`src/hdl/epdsc_regs.svh`:
```
// Command codes, field masks and reset values of the status/option block
// What this block does
// [RULE1] Status command returns byte; bit5 high-voltage not ready
// [RULE2] Status bit4 flags supply input below threshold
// [RULE3] Status bit2 reports busy, reset zero
// [RULE4] Status bits 1:0 carry fixed chip code
// [RULE5] Host trusts bits 5,4 only after 0x14/0x15
// [RULE6] Option command takes ten bytes; bit7 spare set
// [RULE7] Bytes two to six hold per-setting mode bits
// [RULE8] Sixth option byte bit6 enables buffer alternation
// [RULE9] No alternation for settings using mode one
// [RULE10] Option bytes seven to ten hold module id
// [RULE11] All ten option bytes exported for OTP storage
// [RULE12] User id command stores ten bytes
// [RULE13] Border byte bits 7:6 pick source; reset C0
// [RULE14] Fixed mode: bits 5:4 pick border level
// [RULE15] Grey mode: bit2 picks plain or red-common output
// [RULE16] Grey mode: bits 1:0 pick lookup table
// [RULE17] Read-select command picks plane for RAM reads
// [RULE18] Select line low means command, high parameter
// [RULE19] Parameters land in order; new command restarts
`ifndef EPDSC_REGS_SVH
`define EPDSC_REGS_SVH

`define EPDSC_CMD_STATUS 8'h2F
`define EPDSC_CMD_OPTION 8'h37
`define EPDSC_CMD_USERID 8'h38
`define EPDSC_CMD_BORDER 8'h3C
`define EPDSC_CMD_RDSEL 8'h41
`define EPDSC_BORDER_POR 8'hC0
`define EPDSC_NBYTES 4'hA
`define EPDSC_OPT_A_MASK 8'h80
`define EPDSC_OPT_F_MASK 8'h4F
`define EPDSC_BORDER_MASK 8'hF7
`define EPDSC_OPT_F_IDX 4'h5
`define EPDSC_PP_BIT 6
`define EPDSC_NSET 6'h24
`define EPDSC_RDSEL_BIT 0
// Arbitrary chip code, not tied to any real part
`define EPDSC_CHIP_ID 2'h2
`define EPDSC_SYNC_W 6

`endif

```
`src/hdl/epdsc_pkg.sv`:
```
// Types shared by the status/option/border command block
package epdsc_pkg;

    typedef enum logic [2:0] {
        CTX_IDLE = 3'b000,
        CTX_STATUS = 3'b001,
        CTX_OPTION = 3'b010,
        CTX_USERID = 3'b011,
        CTX_BORDER = 3'b100,
        CTX_RDSEL = 3'b101
    } epdsc_ctx_t;

    typedef enum logic [1:0] {
        BSRC_GREY = 2'b00,
        BSRC_FIXED = 2'b01,
        BSRC_COMMON = 2'b10,
        BSRC_HIZ = 2'b11
    } epdsc_bsrc_t;

    typedef struct packed {
        logic [1:0] zero_hi;
        logic hv_not_ready;
        logic supply_low;
        logic zero_3;
        logic busy;
        logic [1:0] chip_id;
    } epdsc_status_t;

    typedef struct packed {
        epdsc_bsrc_t source;
        logic [1:0] level;
        logic rsv;
        logic red_common;
        logic [1:0] lut;
    } epdsc_border_t;

    typedef struct packed {
        logic hiz;
        logic common;
        logic fixed;
        logic grey;
        logic [1:0] level;
        logic red_common;
        logic [1:0] lut;
    } epdsc_bdrive_t;

endpackage : epdsc_pkg

```
`src/hdl/epdsc_core.sv`:
```
// Command decoder: status read, option/user id store, border control
`timescale 1ns/1ps
`include "epdsc_regs.svh"
module epdsc_core #(
    parameter logic [1:0] CHIP_ID = `EPDSC_CHIP_ID
) (
    // Clock and reset
    input wire logic mclk,
    input wire logic reset,
    // Serial link
    input wire logic link_sclk,
    input wire logic link_cs_n,
    input wire logic link_dc,
    input wire logic link_sda_in,
    output logic link_sda_out,
    output logic link_sda_oe_n,
    // Controller state
    input wire logic hv_not_ready,
    input wire logic chip_supply_low,
    input wire logic busy,
    input wire logic [5:0] waveform_setting,
    // Stored settings
    output logic [79:0] display_option,
    output logic [79:0] user_identifier,
    output logic spare_common_electrode_voltage_sel,
    output logic [35:0] display_mode2,
    output logic [31:0] module_id,
    output logic alternating_ram_buffer_active,
    output epdsc_pkg::epdsc_border_t border_waveform_select,
    output epdsc_pkg::epdsc_bdrive_t border_drive_output,
    output logic read_ram_red
);
    import epdsc_pkg::*;

    // ************************************************************
    // Pin synchronisation and byte shifting
    // ************************************************************
    logic [`EPDSC_SYNC_W-1:0] pins_s;
    logic sclk_s;
    logic cs_n_s;
    logic dc_s;
    logic sda_s;
    logic hv_s;
    logic vci_s;
    logic rx_valid;
    logic rx_dc;
    logic [7:0] rx_byte;
    logic sdo;
    logic tx_load;
    epdsc_status_t controller_status;

    epdsc_sync u_sync (
        .mclk(mclk),
        .reset(reset),
        .din({link_sclk, link_cs_n, link_dc, link_sda_in,
              hv_not_ready, chip_supply_low}),
        .dout(pins_s)
    );

    assign {sclk_s, cs_n_s, dc_s, sda_s, hv_s, vci_s} = pins_s;

    epdsc_spi_shift u_shift (
        .mclk(mclk),
        .reset(reset),
        .sclk_s(sclk_s),
        .cs_n_s(cs_n_s),
        .sdi_s(sda_s),
        .dc_s(dc_s),
        .tx_load(tx_load),
        .tx_byte(controller_status),
        .sdo(sdo),
        .rx_valid(rx_valid),
        .rx_byte(rx_byte),
        .rx_dc(rx_dc)
    );

    // ************************************************************
    // Command decode
    // ************************************************************
    logic cmd_v;
    logic par_v;
    epdsc_ctx_t ctx;
    epdsc_ctx_t next_ctx;
    logic [3:0] idx;

    assign cmd_v = rx_valid && !rx_dc; // [RULE18]
    assign par_v = rx_valid && rx_dc; // [RULE18]
    assign tx_load = cmd_v && (rx_byte == `EPDSC_CMD_STATUS); // [RULE1]

    always_comb begin
        unique case (rx_byte)
            `EPDSC_CMD_STATUS: next_ctx = CTX_STATUS;
            `EPDSC_CMD_OPTION: next_ctx = CTX_OPTION;
            `EPDSC_CMD_USERID: next_ctx = CTX_USERID;
            `EPDSC_CMD_BORDER: next_ctx = CTX_BORDER;
            `EPDSC_CMD_RDSEL: next_ctx = CTX_RDSEL;
            default: next_ctx = CTX_IDLE;
        endcase
    end

    // Unknown commands park in idle so their data bytes fall away
    always_ff @(posedge mclk or posedge reset) begin
        if (reset) begin
            ctx <= CTX_IDLE;
        end else if (cmd_v) begin
            ctx <= next_ctx;
        end
    end

    // Index saturates: bytes past the tenth are dropped
    always_ff @(posedge mclk or posedge reset) begin
        if (reset) begin
            idx <= 4'h0;
        end else if (cmd_v) begin
            idx <= 4'h0; // [RULE19]
        end else if (par_v && (idx != `EPDSC_NBYTES)) begin
            idx <= idx + 4'h1; // [RULE19]
        end
    end

    // ************************************************************
    // Status byte
    // ************************************************************
    // Bits 5 and 4 follow the detectors as they stand; the host must
    // have run its detect commands before believing them [RULE5]
    always_ff @(posedge mclk or posedge reset) begin
        if (reset) begin
            controller_status <= '{chip_id: CHIP_ID, default: '0};
        end else begin
            controller_status.zero_hi <= 2'h0;
            controller_status.hv_not_ready <= hv_s; // [RULE1]
            controller_status.supply_low <= vci_s; // [RULE2]
            controller_status.zero_3 <= 1'b0;
            controller_status.busy <= busy; // [RULE3]
            controller_status.chip_id <= CHIP_ID; // [RULE4]
        end
    end

    // The pin is only driven while a status read is in progress
    always_ff @(posedge mclk or posedge reset) begin
        if (reset) begin
            link_sda_oe_n <= 1'b1;
            link_sda_out <= 1'b0;
        end else begin
            link_sda_oe_n <= !(ctx == CTX_STATUS && !cs_n_s && dc_s);
            link_sda_out <= sdo; // [RULE1]
        end
    end

    // ************************************************************
    // Option and user id storage
    // ************************************************************
    logic [7:0] opt [`EPDSC_NBYTES];
    logic [7:0] uid [`EPDSC_NBYTES];
    logic wr_opt;
    logic wr_uid;

    assign wr_opt = par_v && (ctx == CTX_OPTION);
    assign wr_uid = par_v && (ctx == CTX_USERID);

    genvar g;
    generate
        for (g = 0; g < `EPDSC_NBYTES; g++) begin : g_byte
            localparam logic [7:0] MASK = (g == 0) ? `EPDSC_OPT_A_MASK :
                (g == `EPDSC_OPT_F_IDX) ? `EPDSC_OPT_F_MASK : 8'hFF;
            always_ff @(posedge mclk or posedge reset) begin
                if (reset) begin
                    opt[g] <= 8'h00;
                end else if (wr_opt && (idx == 4'(g))) begin
                    opt[g] <= rx_byte & MASK; // [RULE6] [RULE7] [RULE19]
                end
            end
            always_ff @(posedge mclk or posedge reset) begin
                if (reset) begin
                    uid[g] <= 8'h00;
                end else if (wr_uid && (idx == 4'(g))) begin
                    uid[g] <= rx_byte; // [RULE12] [RULE19]
                end
            end
            // First byte sits in the low lane of each export
            assign display_option[g*8 +: 8] = opt[g]; // [RULE11]
            assign user_identifier[g*8 +: 8] = uid[g]; // [RULE12]
        end
    endgenerate

    assign spare_common_electrode_voltage_sel = opt[0][7]; // [RULE6]
    assign display_mode2 = {opt[5][3:0], opt[4], opt[3], opt[2],
                            opt[1]}; // [RULE7]
    assign module_id = {opt[9], opt[8], opt[7], opt[6]}; // [RULE10]

    // Out-of-range settings count as mode one, so never alternate
    always_ff @(posedge mclk or posedge reset) begin
        if (reset) begin
            alternating_ram_buffer_active <= 1'b0;
        end else begin
            alternating_ram_buffer_active <=
                opt[`EPDSC_OPT_F_IDX][`EPDSC_PP_BIT] && // [RULE8]
                (waveform_setting < `EPDSC_NSET) &&
                display_mode2[waveform_setting]; // [RULE9]
        end
    end

    // ************************************************************
    // Border control and read plane select
    // ************************************************************
    always_ff @(posedge mclk or posedge reset) begin
        if (reset) begin
            border_waveform_select <= `EPDSC_BORDER_POR; // [RULE13]
        end else if (par_v && ctx == CTX_BORDER && idx == 4'h0) begin
            border_waveform_select <= rx_byte & `EPDSC_BORDER_MASK;
        end
    end

    // Level and table fields only count in their own source mode
    always_ff @(posedge mclk or posedge reset) begin
        if (reset) begin
            border_drive_output <= '{hiz: 1'b1, default: '0};
        end else begin
            border_drive_output.hiz <=
                border_waveform_select.source == BSRC_HIZ; // [RULE13]
            border_drive_output.common <=
                border_waveform_select.source == BSRC_COMMON;
            border_drive_output.fixed <=
                border_waveform_select.source == BSRC_FIXED;
            border_drive_output.grey <=
                border_waveform_select.source == BSRC_GREY;
            border_drive_output.level <=
                (border_waveform_select.source == BSRC_FIXED) ?
                border_waveform_select.level : 2'h0; // [RULE14]
            border_drive_output.red_common <=
                (border_waveform_select.source == BSRC_GREY) &&
                border_waveform_select.red_common; // [RULE15]
            border_drive_output.lut <=
                (border_waveform_select.source == BSRC_GREY) ?
                border_waveform_select.lut : 2'h0; // [RULE16]
        end
    end

    always_ff @(posedge mclk or posedge reset) begin
        if (reset) begin
            read_ram_red <= 1'b0;
        end else if (par_v && ctx == CTX_RDSEL && idx == 4'h0) begin
            read_ram_red <= rx_byte[`EPDSC_RDSEL_BIT]; // [RULE17]
        end
    end
endmodule : epdsc_core

```
`src/hdl/epdsc_sync.sv`:
```
// Two-flop synchroniser for the pins coming from outside mclk
`timescale 1ns/1ps
`include "epdsc_regs.svh"
module epdsc_sync (
    // Clock and reset
    input wire logic mclk,
    input wire logic reset,
    // Levels
    input wire logic [`EPDSC_SYNC_W-1:0] din,
    output logic [`EPDSC_SYNC_W-1:0] dout
);
    logic [`EPDSC_SYNC_W-1:0] meta;

    always_ff @(posedge mclk or posedge reset) begin
        if (reset) begin
            meta <= '0;
            dout <= '0;
        end else begin
            meta <= din;
            dout <= meta;
        end
    end
endmodule : epdsc_sync

```
`src/hdl/epdsc_spi_shift.sv`:
```
// Byte shifter for the serial link, sampled on mclk
`timescale 1ns/1ps
module epdsc_spi_shift (
    // Clock and reset
    input wire logic mclk,
    input wire logic reset,
    // Synchronised link pins
    input wire logic sclk_s,
    input wire logic cs_n_s,
    input wire logic sdi_s,
    input wire logic dc_s,
    // Transmit side
    input wire logic tx_load,
    input wire logic [7:0] tx_byte,
    output logic sdo,
    // Receive side
    output logic rx_valid,
    output logic [7:0] rx_byte,
    output logic rx_dc
);
    logic sclk_d;
    logic [2:0] cnt;
    logic [6:0] sh;
    logic [7:0] txsh;
    logic rise;
    logic fall;

    assign rise = sclk_s & ~sclk_d & ~cs_n_s;
    assign fall = ~sclk_s & sclk_d & ~cs_n_s;
    assign sdo = txsh[7];

    always_ff @(posedge mclk or posedge reset) begin
        if (reset) begin
            sclk_d <= 1'b0;
        end else begin
            sclk_d <= sclk_s;
        end
    end

    always_ff @(posedge mclk or posedge reset) begin
        if (reset) begin
            cnt <= 3'h0;
            sh <= 7'h00;
        end else if (cs_n_s) begin
            cnt <= 3'h0;
        end else if (rise) begin
            cnt <= cnt + 3'h1;
            sh <= {sh[5:0], sdi_s};
        end
    end

    // Select line taken with the last bit of each byte
    always_ff @(posedge mclk or posedge reset) begin
        if (reset) begin
            rx_valid <= 1'b0;
            rx_byte <= 8'h00;
            rx_dc <= 1'b0;
        end else begin
            rx_valid <= rise && (cnt == 3'h7);
            if (rise && (cnt == 3'h7)) begin
                rx_byte <= {sh, sdi_s};
                rx_dc <= dc_s;
            end
        end
    end

    // The fall right after a byte boundary keeps the fresh MSB on the pin
    always_ff @(posedge mclk or posedge reset) begin
        if (reset) begin
            txsh <= 8'h00;
        end else if (tx_load) begin
            txsh <= tx_byte;
        end else if (fall && (cnt != 3'h0)) begin
            txsh <= {txsh[6:0], 1'b0};
        end
    end
endmodule : epdsc_spi_shift

```
`config.mk`:
```
export PLATFORM = sky130hd
export DESIGN_NAME = epdsc_core
export DESIGN_NICKNAME = d
export VERILOG_FILES = /design/src/hdl/epdsc_pkg.sv /design/src/hdl/epdsc_core.sv /design/src/hdl/epdsc_sync.sv /design/src/hdl/epdsc_spi_shift.sv
export VERILOG_INCLUDE_DIRS = /design/src /design/src/hdl
export SDC_FILE = /design/constraint.sdc
export NUM_CORES = 1
export LEC_CHECK = 0
export CAP_MARGIN = 20
export CORE_MARGIN = 1
export CORE_UTILIZATION = 35
export DETAILED_ROUTE_END_ITERATION = 10
export DONT_BUFFER_PORTS = 1
export GPL_ROUTABILITY_DRIVEN = 0
export SLEW_MARGIN = 25
export SYNTH_ARGS = -nofsm -noshare
export SYNTH_HDL_FRONTEND = slang
export SYNTH_SLANG_ARGS = --single-unit
```
`constraint.sdc`:
```
create_clock -name mclk -period 8.88 [get_ports mclk]
set_input_delay 0.888 -clock mclk [delete_from_list [all_inputs] [get_ports mclk]]
set_output_delay 0.888 -clock mclk [all_outputs]
set_load 0.01 [all_outputs]
```
==> implementation parameters <==
Parameter                              Value

Outcome
  Status ... finished with violations
  Violated checks ... design-rule violations

Critical path
  Maximum single-stage delay on the critical path ... 0.88 ns
  Crit path max fanout ... 10
  Endpoint required time on the critical path ... 9.27 ns
  Launching element of the worst setup path ... u_shift.rx_dc
  Number of cells on the critical path ... 4
  FF-to-FF path depth ... 4
  Worst-path cell chain ... nand2_2, nor4bb_2, nand3_1, mux2_2
  Critical Path Slowest Stage Cell ... sky130_fd_sc_hd__nor4bb_2
  Worst Path Class, Setup ... flop to flop
  Worst setup SP type ... flop
  Crit path capture type ... flop
  WP buf/inv ... 0
  Data arrival, critical path ... 3.09 ns
  Launch point of the worst reg-to-reg path ... u_shift.rx_dc
  Critical path's top delay family ... simple AND/OR/NAND/NOR gates

Place
  Post-place setup slack ... 6.16 ns
  Estimated wirelength of the detail-placed design ... 14.5 mm
  I/O Buffers ... 0

CTS
  Maximum buffer depth of the clock tree ... 3
  Buffers inserted during post-CTS setup optimization ... 0
  Total number of clock tree sinks ... 220
  CTS H-Tree Depth ... 1
  Source-to-sink clock delay at the later pin of the worst-skew pair ... 0.53 ns
  CTS Hold Buffers Added ... 0
  CTS tree ... yes
  Inserted Clock Buffers ... 24
  Clock slew at the register clock pins of the worst setup and hold paths ... 0.06 ns
  Post_cts resized ... 0
  Clk Tree Root Cell ... sky130_fd_sc_hd__clkbuf_16

Synth
  Top post-synthesis cells by area ... sky130_fd_sc_hd__dfrtp_1 58%, sky130_fd_sc_hd__mux2_2 21%, sky130_fd_sc_hd__buf_4 6.4%
  Number of standard cells after synthesis ... 653
  Area fraction in compound gates after synthesis ... 1.34%
  Post-Synthesis Cell Area ... 9350 um2
  Count of yosys warnings during synthesis ... 0
  Most frequently used flop master after synthesis ... sky130_fd_sc_hd__dfrtp_1
  Yosys top cell area share ... 57.8%
  Proportion of synthesized chip area in sequential cells ... 58.9%
  Largest family of logic cells by synthesized area ... multiplexers
  Parity-gate share of the synthesized area counting xor and xnor cells ... 0.187%
  Async set-or-reset flop fraction in the synthesized netlist ... 100%
  Cell accounting for the most synthesized area ... sky130_fd_sc_hd__dfrtp_1
  Unique cell type count in the Yosys netlist ... 49
  Simple-gate portion of the synthesized area ... 5.13%
  Number of flops mapped to enable cells by yosys ... 0
  Post-synthesis register bit count ... 220
  Adder and majority cell fraction of the synthesized area ... 0.937%
  Syn Area/Cell ... 14.3 um2
  Mux contribution to synthesized area ... 24.9%

Cells and area
  Antenna diodes ... 0
  Fill cell total of the finished layout ... 2,466
  Fraction of layout instances using a drive strength above 1 ... 41.4%
  Net total in the final layout ... 603
  Area Overhead vs Synth ... 6.30%

Routing
  1st-iter DRT viols ... 256
  Number of nets still failing antenna checks after routing ... 0
  1st-pass router iterations ... 8
  Total wirelength of the detailed-routed design ... 22.1 mm
  Routed via count ... 4,852
  Number of vias per cell after detailed routing ... 5.21
  Post-route DRC ... 58
  Routed length per placed instance ... 23.8 um

STA
  Final hold viol count ... 0
  Max-slew violation total from the final report ... 0
  Final setup skew ... 0.0255 ns
  Setup repair after global routing missed its margin ... no
  Worst Slack Setup Final ... 6.18 ns
  Post-layout minimum cycle time ... 2.70 ns
  Slew of the pin with the lowest slew margin ... 1.01 ns
  Normalized max-slew margin ... 31.9%
  Setup TNS ... 0 ns
  Final worst-path cycle share ... 30.4%
  Setup-violating endpoint count in the final report ... 0
  Max Freq ... 371 MHz

Floorplanning
  # IOs ... 265
  Initial core utilization ... 35.8%
  Height of the die ... 165 um
  Floorplan die area ... 27,400 um2
  Area of the core region ... 26,100 um2
  Chip Width ... 165 um
  Placement row count ... 59

Pwr
  Pleak ... 0.00492 uW
  IR Drop Worst-Case VDD ... 0.154 mV
  Total power draw ... 2060 uW
  Pwr Density ... 207 nW/um2

Flow run
  Max-cap violations ... 0

Global routing
  Global-route wire length before repair ... 31.9 mm
  Final global-route overflow total ... 0
  Via count of the first global-routing pass ... 5,122
  Global-route usage over all layers ... 15.7%
  Maximum number of pins on one net before global-route repair ... 141
  Initial antenna violation count ... 0

Hold path
  HP Class ... primary input to asynchronous set/reset pin
[synth_stat cells, types with 2 or more instances]
cell type and count:
sky130_fd_sc_hd__a21o_1 2, sky130_fd_sc_hd__a21oi_1 2, sky130_fd_sc_hd__a31oi_1 2, sky130_fd_sc_hd__and2_1 7, sky130_fd_sc_hd__and3_1 9, sky130_fd_sc_hd__buf_2 14, sky130_fd_sc_hd__buf_4 80, sky130_fd_sc_hd__clkbuf_1 21
sky130_fd_sc_hd__dfrtp_1 216, sky130_fd_sc_hd__dfstp_2 4, sky130_fd_sc_hd__ha_1 7, sky130_fd_sc_hd__inv_1 10, sky130_fd_sc_hd__mux2_2 176, sky130_fd_sc_hd__mux2_4 7, sky130_fd_sc_hd__mux2i_1 8, sky130_fd_sc_hd__mux4_2 7
sky130_fd_sc_hd__nand2_1 3, sky130_fd_sc_hd__nand2b_1 5, sky130_fd_sc_hd__nand3_1 17, sky130_fd_sc_hd__nand4_1 2, sky130_fd_sc_hd__nor2_1 15, sky130_fd_sc_hd__nor2b_1 4, sky130_fd_sc_hd__nor4bb_1 2, sky130_fd_sc_hd__o21ai_0 4
sky130_fd_sc_hd__or3_1 3, sky130_fd_sc_hd__or4_1 3
[logic make-up after synthesis]
kind of cell / count (synthesis)
other cells: 1
fa+ha+maj: 7
buf+inv: 127
flops: 220
compound gates: 18
xor+xnor: 2
simple gates: 80
mux: 198
[state kept, by name, summed over array words and instances, names as in the netlist, 7 cells and up]
name,flops
u_shift.rx_byte,8
u_shift.sh,7
border_drive_output,9
border_waveform_select,7
display_mode2,36
user_identifier,80
u_shift.txsh,7
display_option,34
[where the power goes]
part	total [uW]	leakage (uW)	switching [uW]	internal [uW]
clock	989	0.000389	401	588
sequential	1030	0.00300	10.3	1020
combinational	42.4	0.00152	27.2	15.2
[area by class of cell]
type                    count  area, um2  area share (%)
clock inverters             7       93.8           0.944
well taps                 335        419            4.22
inverters                  10       50.0           0.504
multi-input cells         316       3080            31.0
clock buffers              35        712            7.16
flip-flops and latches    220       5510            55.5
repair buffers              9       71.3           0.718
[cell usage in the layout, fill, tap and decap left out, types with 5 or more instances in the layout]
cell	netlist	routed
sky130_fd_sc_hd__nand2b_1	5	5
sky130_fd_sc_hd__inv_1	10	9
sky130_fd_sc_hd__mux4_2	7	7
sky130_fd_sc_hd__and2_1	7	7
sky130_fd_sc_hd__conb_1	1	11
sky130_fd_sc_hd__clkbuf_8	0	7
sky130_fd_sc_hd__nor2_1	15	15
sky130_fd_sc_hd__mux2_2	176	176
sky130_fd_sc_hd__buf_4	80	8
sky130_fd_sc_hd__and3_1	9	9
sky130_fd_sc_hd__nand3_1	17	17
sky130_fd_sc_hd__clkbuf_16	0	24
sky130_fd_sc_hd__ha_1	7	7
sky130_fd_sc_hd__mux2i_1	8	8
sky130_fd_sc_hd__dfrtp_1	216	215
sky130_fd_sc_hd__mux2_4	7	7
[worst reg2reg max path: cells and delay by family (launching register included)]
family / cells / cell delay, ns
multiplexers: 1 / 0.48
AND/OR/NAND/NOR: 3 / 1.69
flip-flops: 1 / 0.39
[per-stage QoR]
step                std cells  hold WS [ns]  util (%)  instance area, um2
floorplan                 663         0.331         -                9390
global route              932         0.354      38.0                9940
detailed placement        890         0.336      34.9                9120
finish                    932         0.307      38.0                9940
global placement          890         0.335      34.9                9120
CTS                       932         0.349      38.0                9930
[routing by layer]
| layer | global-route usage, % | share of wire, % | vias up |
|---|---|---|---|
| li1 | - | - | 2027 |
| met5 | 0 | 0 | - |
| met3 | 5.82 | 10 | 45 |
| met4 | 3.64 | 2.6 | 0 |
| met2 | 26.4 | 47 | 257 |
| met1 | 19.0 | 40 | 2523 |
[final timing paths]
path                                                       to  slack [ns]
worst max-delay path                      user_identifier[25]        6.18
worst min-delay path            alternating_ram_buffer_active        0.31
worst max register to register            user_identifier[25]        6.18
worst min register to register                 u_sync.dout[3]        0.35
max in group asynchronous                  u_shift.rx_byte[5]        7.30
min in group mclk                              u_sync.dout[3]        0.35
Note: power is estimated with default switching activity, not from simulation.
